## config.mk

```make
export PLATFORM = sky130hd
export DESIGN_NAME = lta_top
export DESIGN_NICKNAME = d
export VERILOG_FILES = /design/src/lta_fault_filter.v /design/src/lta_top.v
export VERILOG_INCLUDE_DIRS = /design/src
export SDC_FILE = /design/constraint.sdc
export NUM_CORES = 1
export LEC_CHECK = 0
export ABC_CLOCK_PERIOD_IN_PS = 6600
export BUFFER_PORTS_ARGS = -buffer_cell sky130_fd_sc_hd__buf_2
export CORE_MARGIN = 2
export CORE_UTILIZATION = 45
export CTS_CLUSTER_DIAMETER = 80
export CTS_CLUSTER_SIZE = 14
export DETAILED_ROUTE_END_ITERATION = 10
export PLACE_DENSITY_LB_ADDON = 0.05
export SLEW_MARGIN = 0
export SYNTH_ARGS = -nofsm -noshare
export SYNTH_HDL_FRONTEND = slang
export SYNTH_HIERARCHICAL = 1
export SYNTH_SLANG_ARGS = --single-unit
```

## constraint.sdc

```tcl
create_clock -name core_clk_i -period 6.6 [get_ports core_clk_i]
set_input_delay 0.99 -clock core_clk_i [delete_from_list [all_inputs] [get_ports core_clk_i]]
set_output_delay 0.99 -clock core_clk_i [all_outputs]
set_load 0.02 [all_outputs]
```

## src/lta_consts.vh

```
// Constants for the light threshold alert logic: register map, field
// positions, reset values and pulse timing.
// Assumes inclusion by bare name from every design file that needs it.
`ifndef LTA_CONSTS_VH
`define LTA_CONSTS_VH

// Register byte offsets
`define LTA_OFS_THR_LOW 8'h00
`define LTA_OFS_THR_HIGH 8'h04
`define LTA_OFS_CONFIG 8'h08
`define LTA_OFS_FLAGS 8'h0C

// Widths
`define LTA_MEAS_W 28
`define LTA_ADDR_W 8

// Config field positions
`define LTA_CFG_LATCH 0
`define LTA_CFG_POL 1
`define LTA_CFG_PERS_LO 2
`define LTA_CFG_PERS_HI 3
`define LTA_CFG_FUNC_LO 4
`define LTA_CFG_FUNC_HI 5
`define LTA_CFG_DIR 6

// Flags field positions
`define LTA_FLG_HIGH 0
`define LTA_FLG_LOW 1
`define LTA_FLG_PIN 2

// Alert function codes
`define LTA_FUNC_FAULT 2'h0
`define LTA_FUNC_FIFO 2'h3

// Reset values
`define LTA_RST_THR_LOW 28'h0000000
`define LTA_RST_THR_HIGH 28'hFFFFFFF
`define LTA_RST_CONFIG 7'h00

// Timing
`define LTA_CLK_NS 100
`define LTA_PULSE_NS 1000
`define LTA_PULSE_CYC ((`LTA_PULSE_NS + `LTA_CLK_NS - 1) / `LTA_CLK_NS)
`define LTA_HIST_LAST 2'h3

`endif

```

## src/lta_fault_filter.v

```verilog
// Fault comparison and persistence filter for each finished measurement.
// Assumes meas_valid_i is a one-cycle pulse on core_clk_i.
`timescale 1ns/10ps
`include "lta_consts.vh"

module lta_fault_filter (
  input wire core_clk_i,
  input wire rst_i,
  input wire meas_valid_i,
  input wire [`LTA_MEAS_W-1:0] meas_value_i,
  input wire [`LTA_MEAS_W-1:0] thr_low_i,
  input wire [`LTA_MEAS_W-1:0] thr_high_i,
  input wire [1:0] persist_i,
  output reg hit_high_o,
  output reg hit_low_o,
  output reg conv_done_o
);

  // Consecutive faults needed per persistence setting
  function [3:0] lta_needed;
    input [1:0] pers;
    begin
      lta_needed = 4'h1 << pers;
    end
  endfunction

  reg [3:0] run_cnt;
  wire above;
  wire below;
  wire fault;
  wire [3:0] next_run;

  assign above = meas_value_i > thr_high_i;
  assign below = meas_value_i < thr_low_i;
  assign fault = above | below;
  assign next_run = (run_cnt == 4'hF) ? run_cnt : run_cnt + 4'h1;

  always @(posedge core_clk_i)
  begin
    if (rst_i)
    begin
      run_cnt <= 4'h0;
      hit_high_o <= 1'b0;
      hit_low_o <= 1'b0;
      conv_done_o <= 1'b0;
    end
    else
    begin
      conv_done_o <= meas_valid_i;
      hit_high_o <= 1'b0;
      hit_low_o <= 1'b0;
      if (meas_valid_i)
      begin
        if (!fault)
        begin
          run_cnt <= 4'h0;
        end
        else
        begin
          run_cnt <= next_run;
          if (next_run >= lta_needed(persist_i))
          begin
            hit_high_o <= above;
            hit_low_o <= below;
          end
        end
      end
    end
  end

endmodule // lta_fault_filter

```

## src/lta_top.v

```verilog
// Alert reporting logic of an ambient light sensor: limit compare,
// persistence, limit flags and open-drain alert pin, with Avalon-MM registers.
// Assumes measurements arrive on core_clk_i; the alert pin has a pull-up.
`timescale 1ns/10ps
`include "lta_consts.vh"

module lta_top (
  input wire core_clk_i,
  input wire rst_i,
  input wire [`LTA_ADDR_W-1:0] avs_address_i,
  input wire avs_read_i,
  input wire avs_write_i,
  input wire [31:0] avs_writedata_i,
  input wire [3:0] avs_byteenable_i,
  output reg [31:0] avs_readdata_o,
  output reg avs_waitrequest_o,
  input wire meas_valid_i,
  input wire [`LTA_MEAS_W-1:0] meas_value_i,
  input wire alert_pin_i,
  output reg alert_pin_o,
  output reg alert_pin_oe_o
);

  localparam integer PULSE_CYC = `LTA_PULSE_CYC;

  // Byte-lane merge of a write into a register word
  function [31:0] lta_merge;
    input [31:0] old_val;
    input [31:0] new_val;
    input [3:0] be;
    integer i;
    begin
      lta_merge = old_val;
      for (i = 0; i < 4; i = i + 1)
      begin
        if (be[i])
        begin
          lta_merge[i*8 +: 8] = new_val[i*8 +: 8];
        end
      end
    end
  endfunction

  // Pin pulls low when asserted level is low, or idle level is low
  function lta_pull_low;
    input active;
    input polarity;
    begin
      lta_pull_low = active ^ polarity;
    end
  endfunction

  reg [`LTA_MEAS_W-1:0] thr_low;
  reg [`LTA_MEAS_W-1:0] thr_high;
  reg latch_mode;
  reg alert_polarity;
  reg [1:0] persist;
  reg [1:0] alert_func;
  reg alert_dir;
  reg flag_high;
  reg flag_low;
  reg fault_state;
  reg [4:0] pulse_cnt;
  reg [1:0] hist_cnt;
  reg pin_meta;
  reg pin_sync;
  reg [31:0] rd_word;
  reg next_flag_high;
  reg next_flag_low;
  reg next_fault_state;
  reg next_pull;
  reg pulse_start;
  reg pin_active;
  reg [31:0] wr_word;

  wire hit_high;
  wire hit_low;
  wire conv_done;
  wire bus_req;
  wire bus_take;
  wire wr_done;
  wire flags_rd;
  wire [6:0] cfg_word;

  lta_fault_filter u_filter (
    .core_clk_i(core_clk_i),
    .rst_i(rst_i),
    .meas_valid_i(meas_valid_i),
    .meas_value_i(meas_value_i),
    .thr_low_i(thr_low),
    .thr_high_i(thr_high),
    .persist_i(persist),
    .hit_high_o(hit_high),
    .hit_low_o(hit_low),
    .conv_done_o(conv_done)
  );

  // Bus handshake: one wait cycle, then the transfer completes
  assign bus_req = avs_read_i | avs_write_i;
  assign bus_take = bus_req & avs_waitrequest_o;
  assign wr_done = avs_write_i & ~avs_waitrequest_o;
  assign flags_rd = avs_read_i & bus_take & (avs_address_i == `LTA_OFS_FLAGS);

  assign cfg_word = {alert_dir, alert_func, persist, alert_polarity, latch_mode};

  always @(posedge core_clk_i)
  begin
    if (rst_i)
    begin
      avs_waitrequest_o <= 1'b1;
    end
    else if (bus_req)
    begin
      avs_waitrequest_o <= ~avs_waitrequest_o;
    end
  end

  // Read mux
  always @*
  begin
    rd_word = 32'h00000000;
    case (avs_address_i)
      `LTA_OFS_THR_LOW:
      begin
        rd_word[`LTA_MEAS_W-1:0] = thr_low;
      end
      `LTA_OFS_THR_HIGH:
      begin
        rd_word[`LTA_MEAS_W-1:0] = thr_high;
      end
      `LTA_OFS_CONFIG:
      begin
        rd_word[6:0] = cfg_word;
      end
      `LTA_OFS_FLAGS:
      begin
        rd_word[`LTA_FLG_HIGH] = flag_high;
        rd_word[`LTA_FLG_LOW] = flag_low;
        rd_word[`LTA_FLG_PIN] = pin_sync;
      end
      default:
      begin
        rd_word = 32'h00000000;
      end
    endcase
  end

  always @(posedge core_clk_i)
  begin
    if (rst_i)
    begin
      avs_readdata_o <= 32'h00000000;
    end
    else if (avs_read_i & bus_take)
    begin
      avs_readdata_o <= rd_word;
    end
  end

  // Writable registers
  always @*
  begin
    wr_word = 32'h00000000;
    case (avs_address_i)
      `LTA_OFS_THR_LOW:
      begin
        wr_word = lta_merge({4'h0, thr_low}, avs_writedata_i, avs_byteenable_i);
      end
      `LTA_OFS_THR_HIGH:
      begin
        wr_word = lta_merge({4'h0, thr_high}, avs_writedata_i, avs_byteenable_i);
      end
      `LTA_OFS_CONFIG:
      begin
        wr_word = lta_merge({25'h0000000, cfg_word}, avs_writedata_i, avs_byteenable_i);
      end
      default:
      begin
        wr_word = 32'h00000000;
      end
    endcase
  end

  always @(posedge core_clk_i)
  begin
    if (rst_i)
    begin
      thr_low <= `LTA_RST_THR_LOW;
      thr_high <= `LTA_RST_THR_HIGH;
      {alert_dir, alert_func, persist, alert_polarity, latch_mode} <= `LTA_RST_CONFIG;
    end
    else if (wr_done)
    begin
      case (avs_address_i)
        `LTA_OFS_THR_LOW:
        begin
          thr_low <= wr_word[`LTA_MEAS_W-1:0];
        end
        `LTA_OFS_THR_HIGH:
        begin
          thr_high <= wr_word[`LTA_MEAS_W-1:0];
        end
        `LTA_OFS_CONFIG:
        begin
          latch_mode <= wr_word[`LTA_CFG_LATCH];
          alert_polarity <= wr_word[`LTA_CFG_POL];
          persist <= wr_word[`LTA_CFG_PERS_HI:`LTA_CFG_PERS_LO];
          alert_func <= wr_word[`LTA_CFG_FUNC_HI:`LTA_CFG_FUNC_LO];
          alert_dir <= wr_word[`LTA_CFG_DIR];
        end
        default:
        begin
          thr_low <= thr_low;
        end
      endcase
    end
  end

  // Flag and fault state update; a set in the clearing cycle wins
  always @*
  begin
    next_flag_high = flag_high;
    next_flag_low = flag_low;
    next_fault_state = fault_state;
    if (latch_mode)
    begin
      if (flags_rd)
      begin
        next_flag_high = 1'b0;
        next_flag_low = 1'b0;
        next_fault_state = 1'b0;
      end
      if (hit_high)
      begin
        next_flag_high = 1'b1;
        next_fault_state = 1'b1;
      end
      if (hit_low)
      begin
        next_flag_low = 1'b1;
        next_fault_state = 1'b1;
      end
    end
    else
    begin
      if (hit_high)
      begin
        next_flag_high = 1'b1;
        next_flag_low = 1'b0;
        next_fault_state = 1'b1;
      end
      else if (hit_low)
      begin
        next_flag_high = 1'b0;
        next_flag_low = 1'b1;
        next_fault_state = 1'b0;
      end
    end
  end

  // Flags update regardless of the pin function
  always @(posedge core_clk_i)
  begin
    if (rst_i)
    begin
      flag_high <= 1'b0;
      flag_low <= 1'b0;
      fault_state <= 1'b0;
    end
    else
    begin
      flag_high <= next_flag_high;
      flag_low <= next_flag_low;
      fault_state <= next_fault_state;
    end
  end

  // Conversion-completion pulses
  always @*
  begin
    pulse_start = 1'b0;
    if (conv_done)
    begin
      case (alert_func)
        `LTA_FUNC_FAULT:
        begin
          pulse_start = 1'b0;
        end
        `LTA_FUNC_FIFO:
        begin
          pulse_start = (hist_cnt == `LTA_HIST_LAST);
        end
        default:
        begin
          pulse_start = 1'b1;
        end
      endcase
    end
  end

  always @(posedge core_clk_i)
  begin
    if (rst_i)
    begin
      pulse_cnt <= 5'h00;
      hist_cnt <= 2'h0;
    end
    else
    begin
      if (conv_done)
      begin
        hist_cnt <= hist_cnt + 2'h1;
      end
      if (pulse_start)
      begin
        pulse_cnt <= PULSE_CYC[4:0];
      end
      else if (pulse_cnt != 5'h00)
      begin
        pulse_cnt <= pulse_cnt - 5'h01;
      end
    end
  end

  // Alert pin drive
  always @*
  begin
    pin_active = (alert_func == `LTA_FUNC_FAULT) ? fault_state : (pulse_cnt != 5'h00);
    next_pull = alert_dir & lta_pull_low(pin_active, alert_polarity);
  end

  always @(posedge core_clk_i)
  begin
    if (rst_i)
    begin
      alert_pin_o <= 1'b0;
      alert_pin_oe_o <= 1'b0;
      pin_meta <= 1'b0;
      pin_sync <= 1'b0;
    end
    else
    begin
      alert_pin_o <= 1'b0;
      alert_pin_oe_o <= next_pull;
      pin_meta <= alert_pin_i;
      pin_sync <= pin_meta;
    end
  end

endmodule // lta_top

```

=== After elaboration in Yosys (flattened, before gate mapping) ===
Index checks and enable logic that the tools add are counted.

* Shifts and indexed selects: 1
* Bitwise gates (word level): 12
* $add $sub $neg: 3
* Order comparisons: 3
* Reductions and logical operators: 14
* Eq/ne operators: 8
* Multiplexer cells: 34

{| class="wikitable"
|+ Operators with widths
! operator !! number
|-
| $mux W8 || 9
|-
| $pmux W28 S2 || 1
|-
| $pmux W21 S2 || 1
|-
| $gt A28 B28 Y1 || 1
|-
| $lt A28 B28 Y1 || 1
|-
| $mux W4 || 7
|-
| $eq A8 B4 Y1 const B || 2
|-
| $mux W1 || 13
|-
| $pmux W3 S4 || 1
|-
| $pmux W4 S3 || 1
|-
| $reduce_and A2 Y1 || 6
|-
| $eq A8 B3 Y1 const B || 1
|-
| $logic_not A8 Y1 || 1
|-
| $ne A3 B1 Y1 const B || 2
|-
| $reduce_bool A3 Y1 || 2
|-
| $and A1 B1 Y1 || 5
|-
| $reduce_bool A5 Y1 || 1
|-
| $sub A5 B1 Y5 const B || 1
|-
| $add A4 B1 Y4 const B || 1
|-
| $eq A2 B2 Y1 const B || 2
|-
| $eq A4 B4 Y1 const B || 1
|-
| $ge A4 B4 Y1 || 1
|-
| $not A1 Y1 || 4
|-
| $reduce_or A4 Y1 || 1
|-
| 8 further kinds || 9
|}

* Input bits: 78
* Output and inout bits: 35
* Word-level logic and storage cells: 97
* Register bits after elaboration: 112

=== Depth between registers and ports, before layout ===
Gate-level depths: netlist (run 1).

* Depth after elaboration: 8
* Depth in mapped cells: 10
* Gate-level depth less buffers: 10

=== Modules after synthesis ===
Netlist (run 1), hierarchy kept.

{| class="wikitable"
|+ By module, submodules not included
! module !! area each (µm²) !! cells an instance !! instances
|-
| lta_top || 5012.3 || 553 || 1
|-
| lta_fault_filter || 1784.2 || 239 || 1
|}

=== Least setup slack after synthesis (run 1) ===
No wires, ideal clock.

* Path type: input port to flip-flop
* Start point: in avs_address_i[5]
* End point: reg flag_high
* Arrival time: 2.401 ns
* Stages on the path: 5
* Slack: 4.072 ns
* Setup time: 0.128 ns
* Path through: or4_1 -> buf_6 -> or4_4 -> a31oi_1 -> nor2_1

* Cells in the longest elaborated chain, start to end: 4

{| class="wikitable"
|+ Ends and longest elaborated chain
! what !! line !! text
|-
| start, declared || lta_top.v:10 || <nowiki>input wire [`LTA_ADDR_W-1:0] avs_address_i,</nowiki>
|-
| $eq A8 B4 Y1 || - ||
|-
| $and A1 B1 Y1 || lta_top.v:102 || <nowiki>assign flags_rd = avs_read_i & bus_take & (avs_address_i == `LTA_OFS_FLAGS);</nowiki>
|-
| $ne A3 B1 Y1 (no source line) || - ||
|-
| $reduce_and A2 Y1 (no source line) || - ||
|-
| end signal, assigned || lta_top.v:272 || <nowiki>flag_high <= next_flag_high;</nowiki>
|-
| end, declared || lta_top.v:60 || <nowiki>reg flag_high;</nowiki>
|}

No other way between the ends.
A chain may end at the register's enable or synchronous reset.

=== Worst setup path in the final report (run 1) ===
* Start point: in avs_address_i[2]
* End point: reg thr_low[18]

* Cells in the longest elaborated chain, start to end: 2
* Elaborated cells between the ends (all ways): 5
* Those cells by class: 2 x eq/ne; 1 x mux; 2 x reduce/logical

{| class="wikitable"
|+ Ends and longest elaborated chain
! what !! line !! text
|-
| $eq A8 B4 Y1, or another cell as far along || lta_top.v:164 || <nowiki>case (avs_address_i)</nowiki>
|-
| $pmux W28 S2 / $reduce_and A2 Y1 (equally long branches) || - ||
|-
| end signal, assigned || lta_top.v:188 || <nowiki>thr_low <= `LTA_RST_THR_LOW;</nowiki>
|-
| end signal, assigned || lta_top.v:197 || <nowiki>thr_low <= wr_word[`LTA_MEAS_W-1:0];</nowiki>
|-
| end signal, assigned || lta_top.v:213 || <nowiki>thr_low <= thr_low;</nowiki>
|-
| end, declared || lta_top.v:53 || <nowiki>reg [`LTA_MEAS_W-1:0] thr_low;</nowiki>
|}

Parallel ways exist; a longest one is shown, timed or not.

==> impl_metrics.env, run 1 <==
export IMPL_status="completed"
export IMPL_route_final_wire_length_um=19800
export IMPL_grt_overflow_total=0
export IMPL_critical_path_max_stage_delay_ps=990
export IMPL_grt_antenna_before_repair=0
export IMPL_timing_fmax_ghz=0.310
export IMPL_timing_max_cap_violations=0
export IMPL_cp_max_fo=21
export IMPL_initial_cell_density_of_the_core_pct=46.4
export IMPL_clk_pin_slew_worst_paths_ps=70
export IMPL_power_total_mw=1.49
export IMPL_total_drc_errors_in_the_routed_layout=0
export IMPL_grt_pass1_wl_um=32100
export IMPL_cp_buffers_inverters=2
export IMPL_first_global_vias=6139
export IMPL_cts_hold_buffers_added=0
export IMPL_fin_crit_ps=3220
export IMPL_slew_limit_headroom_pct=13.3
export IMPL_ys_seq_elements=112
export IMPL_fp_dieArea_sq_um=16100
export IMPL_clock_skew_final_ps=6.98
export IMPL_pre_cts_ws_ps=3090
export IMPL_worst_r2r_cell_count=10
export IMPL_io_pin_count=113
export IMPL_synth_enable_flop_cells=0
export IMPL_highest_count_cells_in_the_layout_ignoring_fill_and_taps="112 x dfxtp_1, 103 x buf_2, 82 x nand2_1"
export IMPL_layout_cells_most_common="dfxtp_1"
export IMPL_syn2layout_area_growth_pct=12.2
export IMPL_timing_setup_tns_ps=0
export IMPL_overall_global_routing_resource_usage_pct=25.0
export IMPL_placed_cells_incl_taps=1032
export IMPL_routed_via_density=6.04
export IMPL_postRouteAntennaNets=0
export IMPL_cp_start_kind="input port"
export IMPL_core_area_sq_um=14600
export IMPL_min_period_over_period_pct=48.8
export IMPL_clk_buf_depth=2
export IMPL_syn_area_sq_um=6800
export IMPL_grt_max_degree=70
export IMPL_syn_area_per_cell_sq_um=8.58
export IMPL_yosysSeqAreaShare_pct=33.0
export IMPL_worst_slew_pin_slew_ps=1300
export IMPL_synth_async_reset_ratio_pct=0
export IMPL_finalWeightedCongestion=0.890
export IMPL_timing_critical_path_cells="buf_2 -> buf_4 -> nor2b_1 -> a32o_1 -> a41oi_1 -> o32ai_1"
export IMPL_num_nets_final=1000
export IMPL_worstHoldPathType="flop to flop"
export IMPL_kind_of_capture_point_of_the_worst_setup_path="flop"
export IMPL_io_buffers=103
export IMPL_worstPathRequired_ps=6860
export IMPL_worstSetupStartpoint="avs_address_i[2]"
export IMPL_setup_worst_path_end="thr_low[18]"
export IMPL_postLayoutSetupSlackWorst_ps=3380
export IMPL_firstDrtPassIters=5
export IMPL_hpwlAfterDp_um=13600
export IMPL_ir_worst_vdd_mv=0.128
export IMPL_crit_reg2reg_capture="u_filter/hit_low_o"
export IMPL_synth_top_area_share_pct=33.0
export IMPL_setup_violations=0
export IMPL_diodes=0
export IMPL_die_x_um=127
export IMPL_cts_setup_buffers=0
export IMPL_setup_reg_to_reg_worst_slack_ps=4150
export IMPL_clock_tree_from_tritoncts="done"
export IMPL_worstSkewPairLatency_ps=360
export IMPL_htree_num_levels=3
export IMPL_routed_wire_length_per_instance_um=18.9
export IMPL_synth_area_leaders="dfxtp_1 33%, ha_1 12%, nand2_1 4.5%"
export IMPL_yosys_cell_types_count=61
export IMPL_cts_sinks=112
export IMPL_cts_resized_gates=0
export IMPL_synth_area_leader_cell="dfxtp_1"
export IMPL_timing_critical_path_slowest_stage_cell="nor2b_1"
export IMPL_critical_path_top_delay_family="simple AND/OR/NAND/NOR gates"
export IMPL_final_hold_viol_count=0
export IMPL_num_vias=6325
export IMPL_fp_row_count=44
export IMPL_r2r_start="u_filter/run_cnt[0]"
export IMPL_final_max_slew_violation_count=0
export IMPL_die_height_um=127
export IMPL_cts_root_cell="clkbuf_16"
export IMPL_synth_yosys_warnings=6
export IMPL_grt_setup_unrepaired="no"
export IMPL_number_of_cells_in_the_finished_layout_apart_from_fillers=1048
export IMPL_static_leakage_power_nw=3.38
export IMPL_synth_flop_cell="dfxtp_1"
export IMPL_cts_inserted_buffers=9
export IMPL_timing_critical_path_arrival_ps=3480
export IMPL_critPathKind="input port to flop"
export IMPL_path_depth=6
export IMPL_layout_drive_gt1_share_pct=19.2
export IMPL_power_density_cell_area_nw_per_um2=195
export IMPL_synth_cells=792
export IMPL_drt_iter0_drc=474
## metrics by stage
stage               area (sq um)  util, %  hold slack (ps)
floorplan                   6810        -              414
global placement            7360     50.2              435
detailed placement          7360     50.2              434
CTS                         7620     52.1              456
global route                7620     52.1              476
finish                      7620     52.1              446
## cell usage after synthesis (all sizes together) (17+ instances only)
cell	instances
a21oi	32
a41oi	22
ha	63
a22oi	28
a32o	20
mux2	23
nand2b	17
o32ai	23
o211ai	24
nor2	58
nand2	83
o21ai	26
inv	68
dfxtp	112
clkbuf	37
buf	20
## worst min-delay path by stage
stage / start / end / slack (ps) / cells after the start
CTS: pin_meta / pin_sync / 460 / 1
global route: pin_meta / pin_sync / 480 / 1
detailed placement: pin_meta / pin_sync / 430 / 1
finish: pin_meta / pin_sync / 450 / 1
global placement: pin_meta / pin_sync / 430 / 1
floorplan: pin_meta / pin_sync / 410 / 1
## registers in the layout, summed over array words and instances (netlist names), 2 cells and up
register,cells
pulse_cnt,5
thr_low,28
alert_func,2
u_filter/run_cnt,4
persist,2
hist_cnt,2
thr_high,28
avs_readdata_o,28
## cell type report
type | count | area (sq um)
repair buffers | 109 | 561
well taps | 184 | 230
clock buffers | 14 | 254
flip-flops and latches | 112 | 2240
inverters | 68 | 255
clock inverters | 2 | 13.8
multi-input cells | 559 | 4070
fillers | 1390 | 7020
## where the power goes
part,switching [mW],internal (mW),leakage (nW)
combinational,0.151,0.104,2.34
sequential,0.0169,0.694,0.906
clock,0.253,0.269,0.131
## kinds of logic after synthesis
family	share of synthesized area [%]
mux	6.87
fa+ha+maj	11.6
xor+xnor	0.773
compound gates	23.7
flops	33.0
buf+inv	7.49
other cells	0.0552
simple gates	16.6
## per-layer routing
layer	part of all wire, %	global-route usage [%]
met1	46	33.9
met2	47	40.2
met3	6.0	4.64
met4	1.7	8.21
met5	0	0
## worst register-to-register path: cells and delay by family, from the launching register on
family	cells	cell delay (ps)
flops	1	400
compound gates	3	590
fa+ha+maj	2	510
simple gates	4	580
xor+xnor	1	270
Power figures use the tool's default switching activity.
==> run 2: changes to the inputs <==
--- a/config.mk
+++ b/config.mk
@@ -6,7 +6,8 @@
 export SDC_FILE = /design/constraint.sdc
 export NUM_CORES = 1
 export LEC_CHECK = 0
-export ABC_CLOCK_PERIOD_IN_PS = 6600
+export ABC_AREA = 1
+export ABC_CLOCK_PERIOD_IN_PS = 2700
 export BUFFER_PORTS_ARGS = -buffer_cell sky130_fd_sc_hd__buf_2
 export CORE_MARGIN = 2
 export CORE_UTILIZATION = 45
==> constraint.sdc (replaced) <==
create_clock -name core_clk_i -period 2.7 [get_ports core_clk_i]
set_input_delay 0.405 -clock core_clk_i [delete_from_list [all_inputs] [get_ports core_clk_i]]
set_output_delay 0.405 -clock core_clk_i [all_outputs]
set_load 0.02 [all_outputs]
==> impl_metrics.env, run 2 <==
export IMPL_worst_slew_pin_slew_ps=637
export IMPL_setup_violations=0
export IMPL_kind_of_capture_point_of_the_worst_setup_path="flop"
export IMPL_highest_count_cells_in_the_layout_ignoring_fill_and_taps="448 x nand2_1, 202 x inv_1, 112 x dfxtp_1"
export IMPL_timing_fmax_ghz=0.480
export IMPL_pre_cts_ws_ps=564
export IMPL_worstHoldPathType="input port to flop"
export IMPL_io_buffers=103
export IMPL_layout_cells_most_common="nand2_1"
export IMPL_finalInstanceArea_sq_um=8870
export IMPL_cts_setup_buffers=0
export IMPL_cp_max_fo=4
export IMPL_htree_num_levels=3
export IMPL_grt_antenna_before_repair=0
export IMPL_yosys_cell_types_count=37
export IMPL_ys_seq_elements=112
export IMPL_synth_cells=1291
export IMPL_clk_buf_depth=2
export IMPL_cp_start_kind="flop"
export IMPL_cts_root_cell="clkbuf_16"
export IMPL_postRouteAntennaNets=0
export IMPL_hpwlAfterDp_um=16000
export IMPL_grt_pass1_wl_um=36500
export IMPL_min_delay_start="alert_pin_i"
export IMPL_fin_crit_ps=2080
export IMPL_fp_dieArea_sq_um=18700
export IMPL_timing_max_cap_violations=0
export IMPL_fp_row_count=48
export IMPL_synth_yosys_warnings=6
export IMPL_syn_area_sq_um=7940
export IMPL_num_nets_final=1507
export IMPL_overall_global_routing_resource_usage_pct=25.1
export IMPL_total_drc_errors_in_the_routed_layout=0
export IMPL_die_x_um=137
export IMPL_largest_registers="avs_readdata_o: 28 flops, thr_high: 28 flops, thr_low: 28 flops"
export IMPL_status="completed"
export IMPL_min_period_over_period_pct=77.1
export IMPL_synth_area_leaders="dfxtp_1 28%, nand2_1 21%, ha_1 9.9%"
export IMPL_ir_worst_vdd_mv=0.302
export IMPL_postLayoutSetupSlackWorst_ps=618
export IMPL_static_leakage_power_nw=4.93
export IMPL_cts_resized_gates=0
export IMPL_syn_area_per_cell_sq_um=6.15
export IMPL_cts_inserted_buffers=9
export IMPL_finalWeightedCongestion=0.847
export IMPL_synth_async_reset_ratio_pct=0
export IMPL_firstDrtPassIters=7
export IMPL_worstSetupStartpoint="u_filter/run_cnt[0]"
export IMPL_route_final_wire_length_um=22700
export IMPL_num_vias=7973
export IMPL_timing_setup_tns_ps=0
export IMPL_worstSkewPairLatency_ps=360
export IMPL_final_max_slew_violation_count=0
export IMPL_layout_drive_gt1_share_pct=12.5
export IMPL_drt_iter0_drc=441
export IMPL_first_global_vias=7234
export IMPL_io_pin_count=113
export IMPL_routed_wire_length_per_instance_um=14.2
export IMPL_worstPathRequired_ps=2960
export IMPL_cts_sinks=112
export IMPL_slew_limit_headroom_pct=57.4
export IMPL_grt_setup_unrepaired="no"
export IMPL_final_hold_viol_count=0
export IMPL_synth_flop_cell="dfxtp_1"
export IMPL_synth_common_cells="448 x nand2_1, 202 x inv_1, 112 x dfxtp_1"
export IMPL_syn2layout_area_growth_pct=11.8
export IMPL_standard_cell_area_after_detailed_placement_sq_um=8560
export IMPL_layout_core_utilization_pct=51.3
export IMPL_clk_pin_slew_worst_paths_ps=70
export IMPL_core_area_sq_um=17300
export IMPL_post_synth_top_count_cell="nand2_1"
export IMPL_r2r_start="u_filter/run_cnt[0]"
export IMPL_clock_tree_from_tritoncts="done"
export IMPL_critPathKind="flop to flop"
export IMPL_clock_skew_final_ps=10.0
export IMPL_grt_overflow_total=0
export IMPL_synth_enable_flop_cells=0
export IMPL_cts_hold_buffers_added=0
export IMPL_power_density_cell_area_nw_per_um2=442
export IMPL_timing_critical_path_cells="ha_1 -> nand2_1 -> nor2_2 -> inv_2 -> o21ai_1 -> ha_1 -> a21boi_1 -> o21a_1 -> o21a_1 -> o21ai_1 -> nor2_1"
export IMPL_grt_max_degree=51
export IMPL_routed_via_density=5.00
export IMPL_initial_cell_density_of_the_core_pct=45.9
export IMPL_critical_path_max_stage_delay_ps=390
export IMPL_yosysSeqAreaShare_pct=28.3
export IMPL_timing_critical_path_slowest_stage_cell="dfxtp_1"
export IMPL_synth_area_leader_cell="dfxtp_1"
export IMPL_diodes=0
export IMPL_timing_critical_path_arrival_ps=2340
export IMPL_synth_top_area_share_pct=28.3
export IMPL_die_height_um=137
==> run 2: cell count changes in the layout (fill, tap and decap cells not counted), moves of 20 or more <==
| cell | previous run | this run |
|---|---|---|
| a41oi_1 | 22 | 0 |
| o32ai_1 | 23 | 0 |
| a21oi_1 | 32 | 85 |
| nor2_1 | 54 | 95 |
| a32o_1 | 20 | 0 |
| nand2_1 | 82 | 448 |
| mux2_2 | 23 | 0 |
| nand3_1 | 15 | 65 |
| a22oi_1 | 28 | 0 |
| inv_1 | 67 | 202 |
==> run 2: critical path, delay by kind of cell (launching register included) <==
kind / cells / cell delay, ps
AOI/OAI and AO/OA: 5 / 780
adders and majority gates: 2 / 460
DFF: 1 / 390
and+or+nand+nor: 3 / 300
buffers and inverters: 1 / 50
==> run 2: layout make-up <==
type                            count  area, sq um
Tap cell                          225          282
Timing Repair Buffer              117          658
Sequential cell                   112         2240
Multi-Input combinational cell    903         4530
Inverter                          223          842
Fill cell                        1858         8430
Clock buffer                       12          236
Clock inverter                      4         76.3
==> run 2: kinds of logic (layout without fill, tap and decap cells) <==
| logic type | Yosys count | after routing | share of synthesized area [%] |
|---|---|---|---|
| other cells | 1 | 5 | 0.0473 |
| fa+ha+maj | 63 | 63 | 9.93 |
| buf+inv | 280 | 356 | 14.9 |
| xor+xnor | 3 | 3 | 0.331 |
| flops | 112 | 112 | 28.3 |
| compound gates | 174 | 174 | 12.4 |
| simple gates | 658 | 658 | 34.1 |
==> run 2: per-layer routing <==
| metal | up-vias | share of wire [%] | routed length, um | GRT usage, % |
|---|---|---|---|---|
| met3 | 29 | 4.5 | 1020 | 2.74 |
| li1 | 4168 | - | - | - |
| met2 | 191 | 46 | 10400 | 41.3 |
| met4 | 0 | 1.7 | 397 | 7.90 |
| met1 | 3585 | 48 | 10800 | 34.3 |
| met5 | - | 0 | 0 | 0 |
==> run 2: metrics by stage <==
| stage | std cells | total power [mW] | hold slack [ps] |
|---|---|---|---|
| floorplan | 1295 | 2.27 | 388 |
| global placement | 1580 | 2.47 | 415 |
| detailed placement | 1580 | 2.48 | 409 |
| CTS | 1596 | 3.96 | 238 |
| global route | 1596 | 4.14 | 243 |
| finish | 1596 | 3.92 | 249 |
==> run 2: final timing paths <==
check | endpoint | slack (ps) | cells after the start
worst max register to register | u_filter/hit_low_o | 620 | 11
worst max-delay path | u_filter/hit_low_o | 620 | 11
worst min-delay path | pin_meta | 250 | 3
worst min register to register | pin_sync | 420 | 2
==> run 2: power by group <==
| part | internal (mW) | leakage, nW | total, mW | switching [mW] |
|---|---|---|---|---|
| logic | 0.249 | 3.87 | 0.687 | 0.438 |
| clock network | 0.821 | 0.147 | 1.48 | 0.656 |
| registers | 1.72 | 0.910 | 1.76 | 0.0385 |
| total | 2.79 | 4.93 | 3.92 | 1.13 |
==> run 3: changes to the inputs <==
--- a/config.mk
+++ b/config.mk
@@ -6,8 +6,8 @@
 export SDC_FILE = /design/constraint.sdc
 export NUM_CORES = 1
 export LEC_CHECK = 0
-export ABC_AREA = 1
-export ABC_CLOCK_PERIOD_IN_PS = 2700
+export ABC_AREA = 0
+export ABC_CLOCK_PERIOD_IN_PS = 1700
 export BUFFER_PORTS_ARGS = -buffer_cell sky130_fd_sc_hd__buf_2
 export CORE_MARGIN = 2
 export CORE_UTILIZATION = 45
==> constraint.sdc (replaced) <==
create_clock -name core_clk_i -period 1.7 [get_ports core_clk_i]
set_input_delay 0.255 -clock core_clk_i [delete_from_list [all_inputs] [get_ports core_clk_i]]
set_output_delay 0.255 -clock core_clk_i [all_outputs]
set_load 0.02 [all_outputs]
==> impl_metrics.env, run 3 (synthesized netlist as in run 1, its figures left out) <==
export IMPL_status="finished with violations"
export IMPL_violations="setup timing"
export IMPL_cp_start_kind="flop"
export IMPL_io_buffers=103
export IMPL_total_drc_errors_in_the_routed_layout=0
export IMPL_critPathKind="flop to flop"
export IMPL_routed_via_density=5.79
export IMPL_htree_num_levels=3
export IMPL_diodes=0
export IMPL_fp_dieArea_sq_um=16100
export IMPL_fillers=1287
export IMPL_drt_iter0_drc=406
export IMPL_final_max_slew_violation_count=0
export IMPL_critical_path_max_stage_delay_ps=360
export IMPL_static_leakage_power_nw=4.13
export IMPL_clock_skew_final_ps=7.76
export IMPL_timing_critical_path_cells="ha_4 -> nand3_4 -> mux2_4 -> ha_4 -> a21o_1 -> a21oi_2 -> nor2b_1 -> o21ai_2 -> and3b_2"
export IMPL_core_area_sq_um=14600
export IMPL_timing_critical_path_arrival_ps=2270
export IMPL_worstSetupStartpoint="u_filter/run_cnt[0]"
export IMPL_postLayoutSetupSlackWorst_ps=-317
export IMPL_postRouteAntennaNets=0
export IMPL_timing_setup_tns_ps=-1570
export IMPL_grt_antenna_before_repair=0
export IMPL_syn2layout_area_growth_pct=36.6
export IMPL_timing_max_cap_violations=0
export IMPL_worst_slew_pin_slew_ps=610
export IMPL_clk_buf_depth=2
export IMPL_worstHoldPathType="input port to flop"
export IMPL_route_final_wire_length_um=21500
export IMPL_ir_worst_vdd_mv=0.511
export IMPL_clock_tree_from_tritoncts="done"
export IMPL_firstDrtPassIters=5
export IMPL_min_delay_start="alert_pin_i"
export IMPL_cp_max_fo=2
export IMPL_critical_path_top_delay_family="compound AO/OA/AOI/OAI gates"
export IMPL_highest_count_cells_in_the_layout_ignoring_fill_and_taps="139 x buf_4, 103 x buf_2, 88 x dfxtp_1"
export IMPL_cts_sinks=112
export IMPL_die_height_um=127
export IMPL_setup_reg_to_reg_worst_slack_ps=-320
export IMPL_path_common_cell="ha_4"
export IMPL_final_hold_viol_count=0
export IMPL_cp_buffers_inverters=0
export IMPL_layout_cells_most_common="buf_4"
export IMPL_worstSkewPairLatency_ps=370
export IMPL_grt_max_degree=47
export IMPL_largest_registers="avs_readdata_o: 28 flops, thr_high: 28 flops, thr_low: 28 flops"
export IMPL_worstPathRequired_ps=1960
export IMPL_min_delay_path_depth=2
export IMPL_initial_cell_density_of_the_core_pct=46.4
export IMPL_power_total_mw=6.26
export IMPL_worst_hold_path_endpoint="pin_meta"
export IMPL_grt_pass1_wl_um=33600
export IMPL_num_nets_final=1139
export IMPL_worst_r2r_cell_count=9
export IMPL_fin_crit_ps=2020
export IMPL_r2r_start="u_filter/run_cnt[0]"
export IMPL_clk_pin_slew_worst_paths_ps=70
export IMPL_cts_root_cell="clkbuf_16"
export IMPL_io_pin_count=113
export IMPL_finalInstanceArea_sq_um=9280
export IMPL_first_global_vias=6765
export IMPL_layout_core_utilization_pct=63.4
export IMPL_routed_wire_length_per_instance_um=18.1
export IMPL_kind_of_capture_point_of_the_worst_setup_path="flop"
export IMPL_cts_inserted_buffers=9
export IMPL_setup_violations=6
export IMPL_grt_setup_unrepaired="yes"
export IMPL_fp_row_count=44
export IMPL_finalWeightedCongestion=0.911
export IMPL_num_vias=6872
export IMPL_hpwlAfterDp_um=15800
export IMPL_timing_fmax_ghz=0.496
export IMPL_timing_critical_path_slowest_stage_cell="dfxtp_4"
export IMPL_slew_limit_headroom_pct=59.0
export IMPL_layout_drive_gt1_share_pct=39.3
export IMPL_die_x_um=127
export IMPL_min_period_over_period_pct=119
export IMPL_standard_cell_area_after_detailed_placement_sq_um=8510
export IMPL_worst_hold_margin_ps=108
export IMPL_grt_overflow_total=0
export IMPL_crit_reg2reg_capture="u_filter/hit_low_o"
export IMPL_overall_global_routing_resource_usage_pct=26.2
export IMPL_power_density_cell_area_nw_per_um2=674
run 3: cell count changes in the layout (fill, tap and decap cells not counted), sizes merged, moves of 28 or more:
| cell | before | now |
|---|---|---|
| buf | 117 | 248 |
| a22oi | 0 | 28 |
| a21oi | 85 | 32 |
| nor2 | 103 | 58 |
| nand3 | 65 | 15 |
| nand2 | 458 | 83 |
| inv | 222 | 69 |
run 3: per-stage QoR:
stage	cells	worst slack (ps)
after floorplan	796	-218
after global placement	1167	-370
final	1187	-317
after detailed placement	1167	-397
after global routing	1187	-418
after CTS	1184	-331
run 3: worst max path at each step:
stage / endpoint / cells after the start
finish: u_filter/hit_low_o / 9
global route: u_filter/run_cnt[0] / 8
CTS: u_filter/run_cnt[0] / 10
detailed placement: u_filter/run_cnt[0] / 9
global placement: u_filter/run_cnt[0] / 9
floorplan: u_filter/hit_low_o / 10
run 3: layer usage:
layer | track usage [%] | routed length [um] | share of wire [%] | up-vias
met5 | 0 | 0 | 0 | -
met4 | 9.18 | 523 | 2.4 | 0
met3 | 4.51 | 1000 | 4.7 | 30
met2 | 46.5 | 10600 | 49 | 210
met1 | 32.0 | 9420 | 44 | 3302
li1 | - | - | - | 3330
run 3: area by class of cell:
class	count	area, sq um	share of cell area [%]
Clock buffer	11	253	2.72
Clock inverter	5	62.6	0.674
Inverter	68	255	2.75
Multi-Input combinational cell	559	4530	48.8
Sequential cell	112	2270	24.5
Tap cell	184	230	2.48
Timing Repair Buffer	248	1680	18.1
run 3: repair_timing:
action	CTS	global route
setup endpoints to repair	8	13
pin swaps	12	23
buffers inserted	1	4
gates resized for setup	18	65
hold buffers	0	0
run 3: where the power goes:
group / switching [mW] / total, mW / internal (mW)
sequential: 0.0694 / 2.76 / 2.69
combinational: 0.641 / 1.22 / 0.579
clock: 1.04 / 2.27 / 1.23
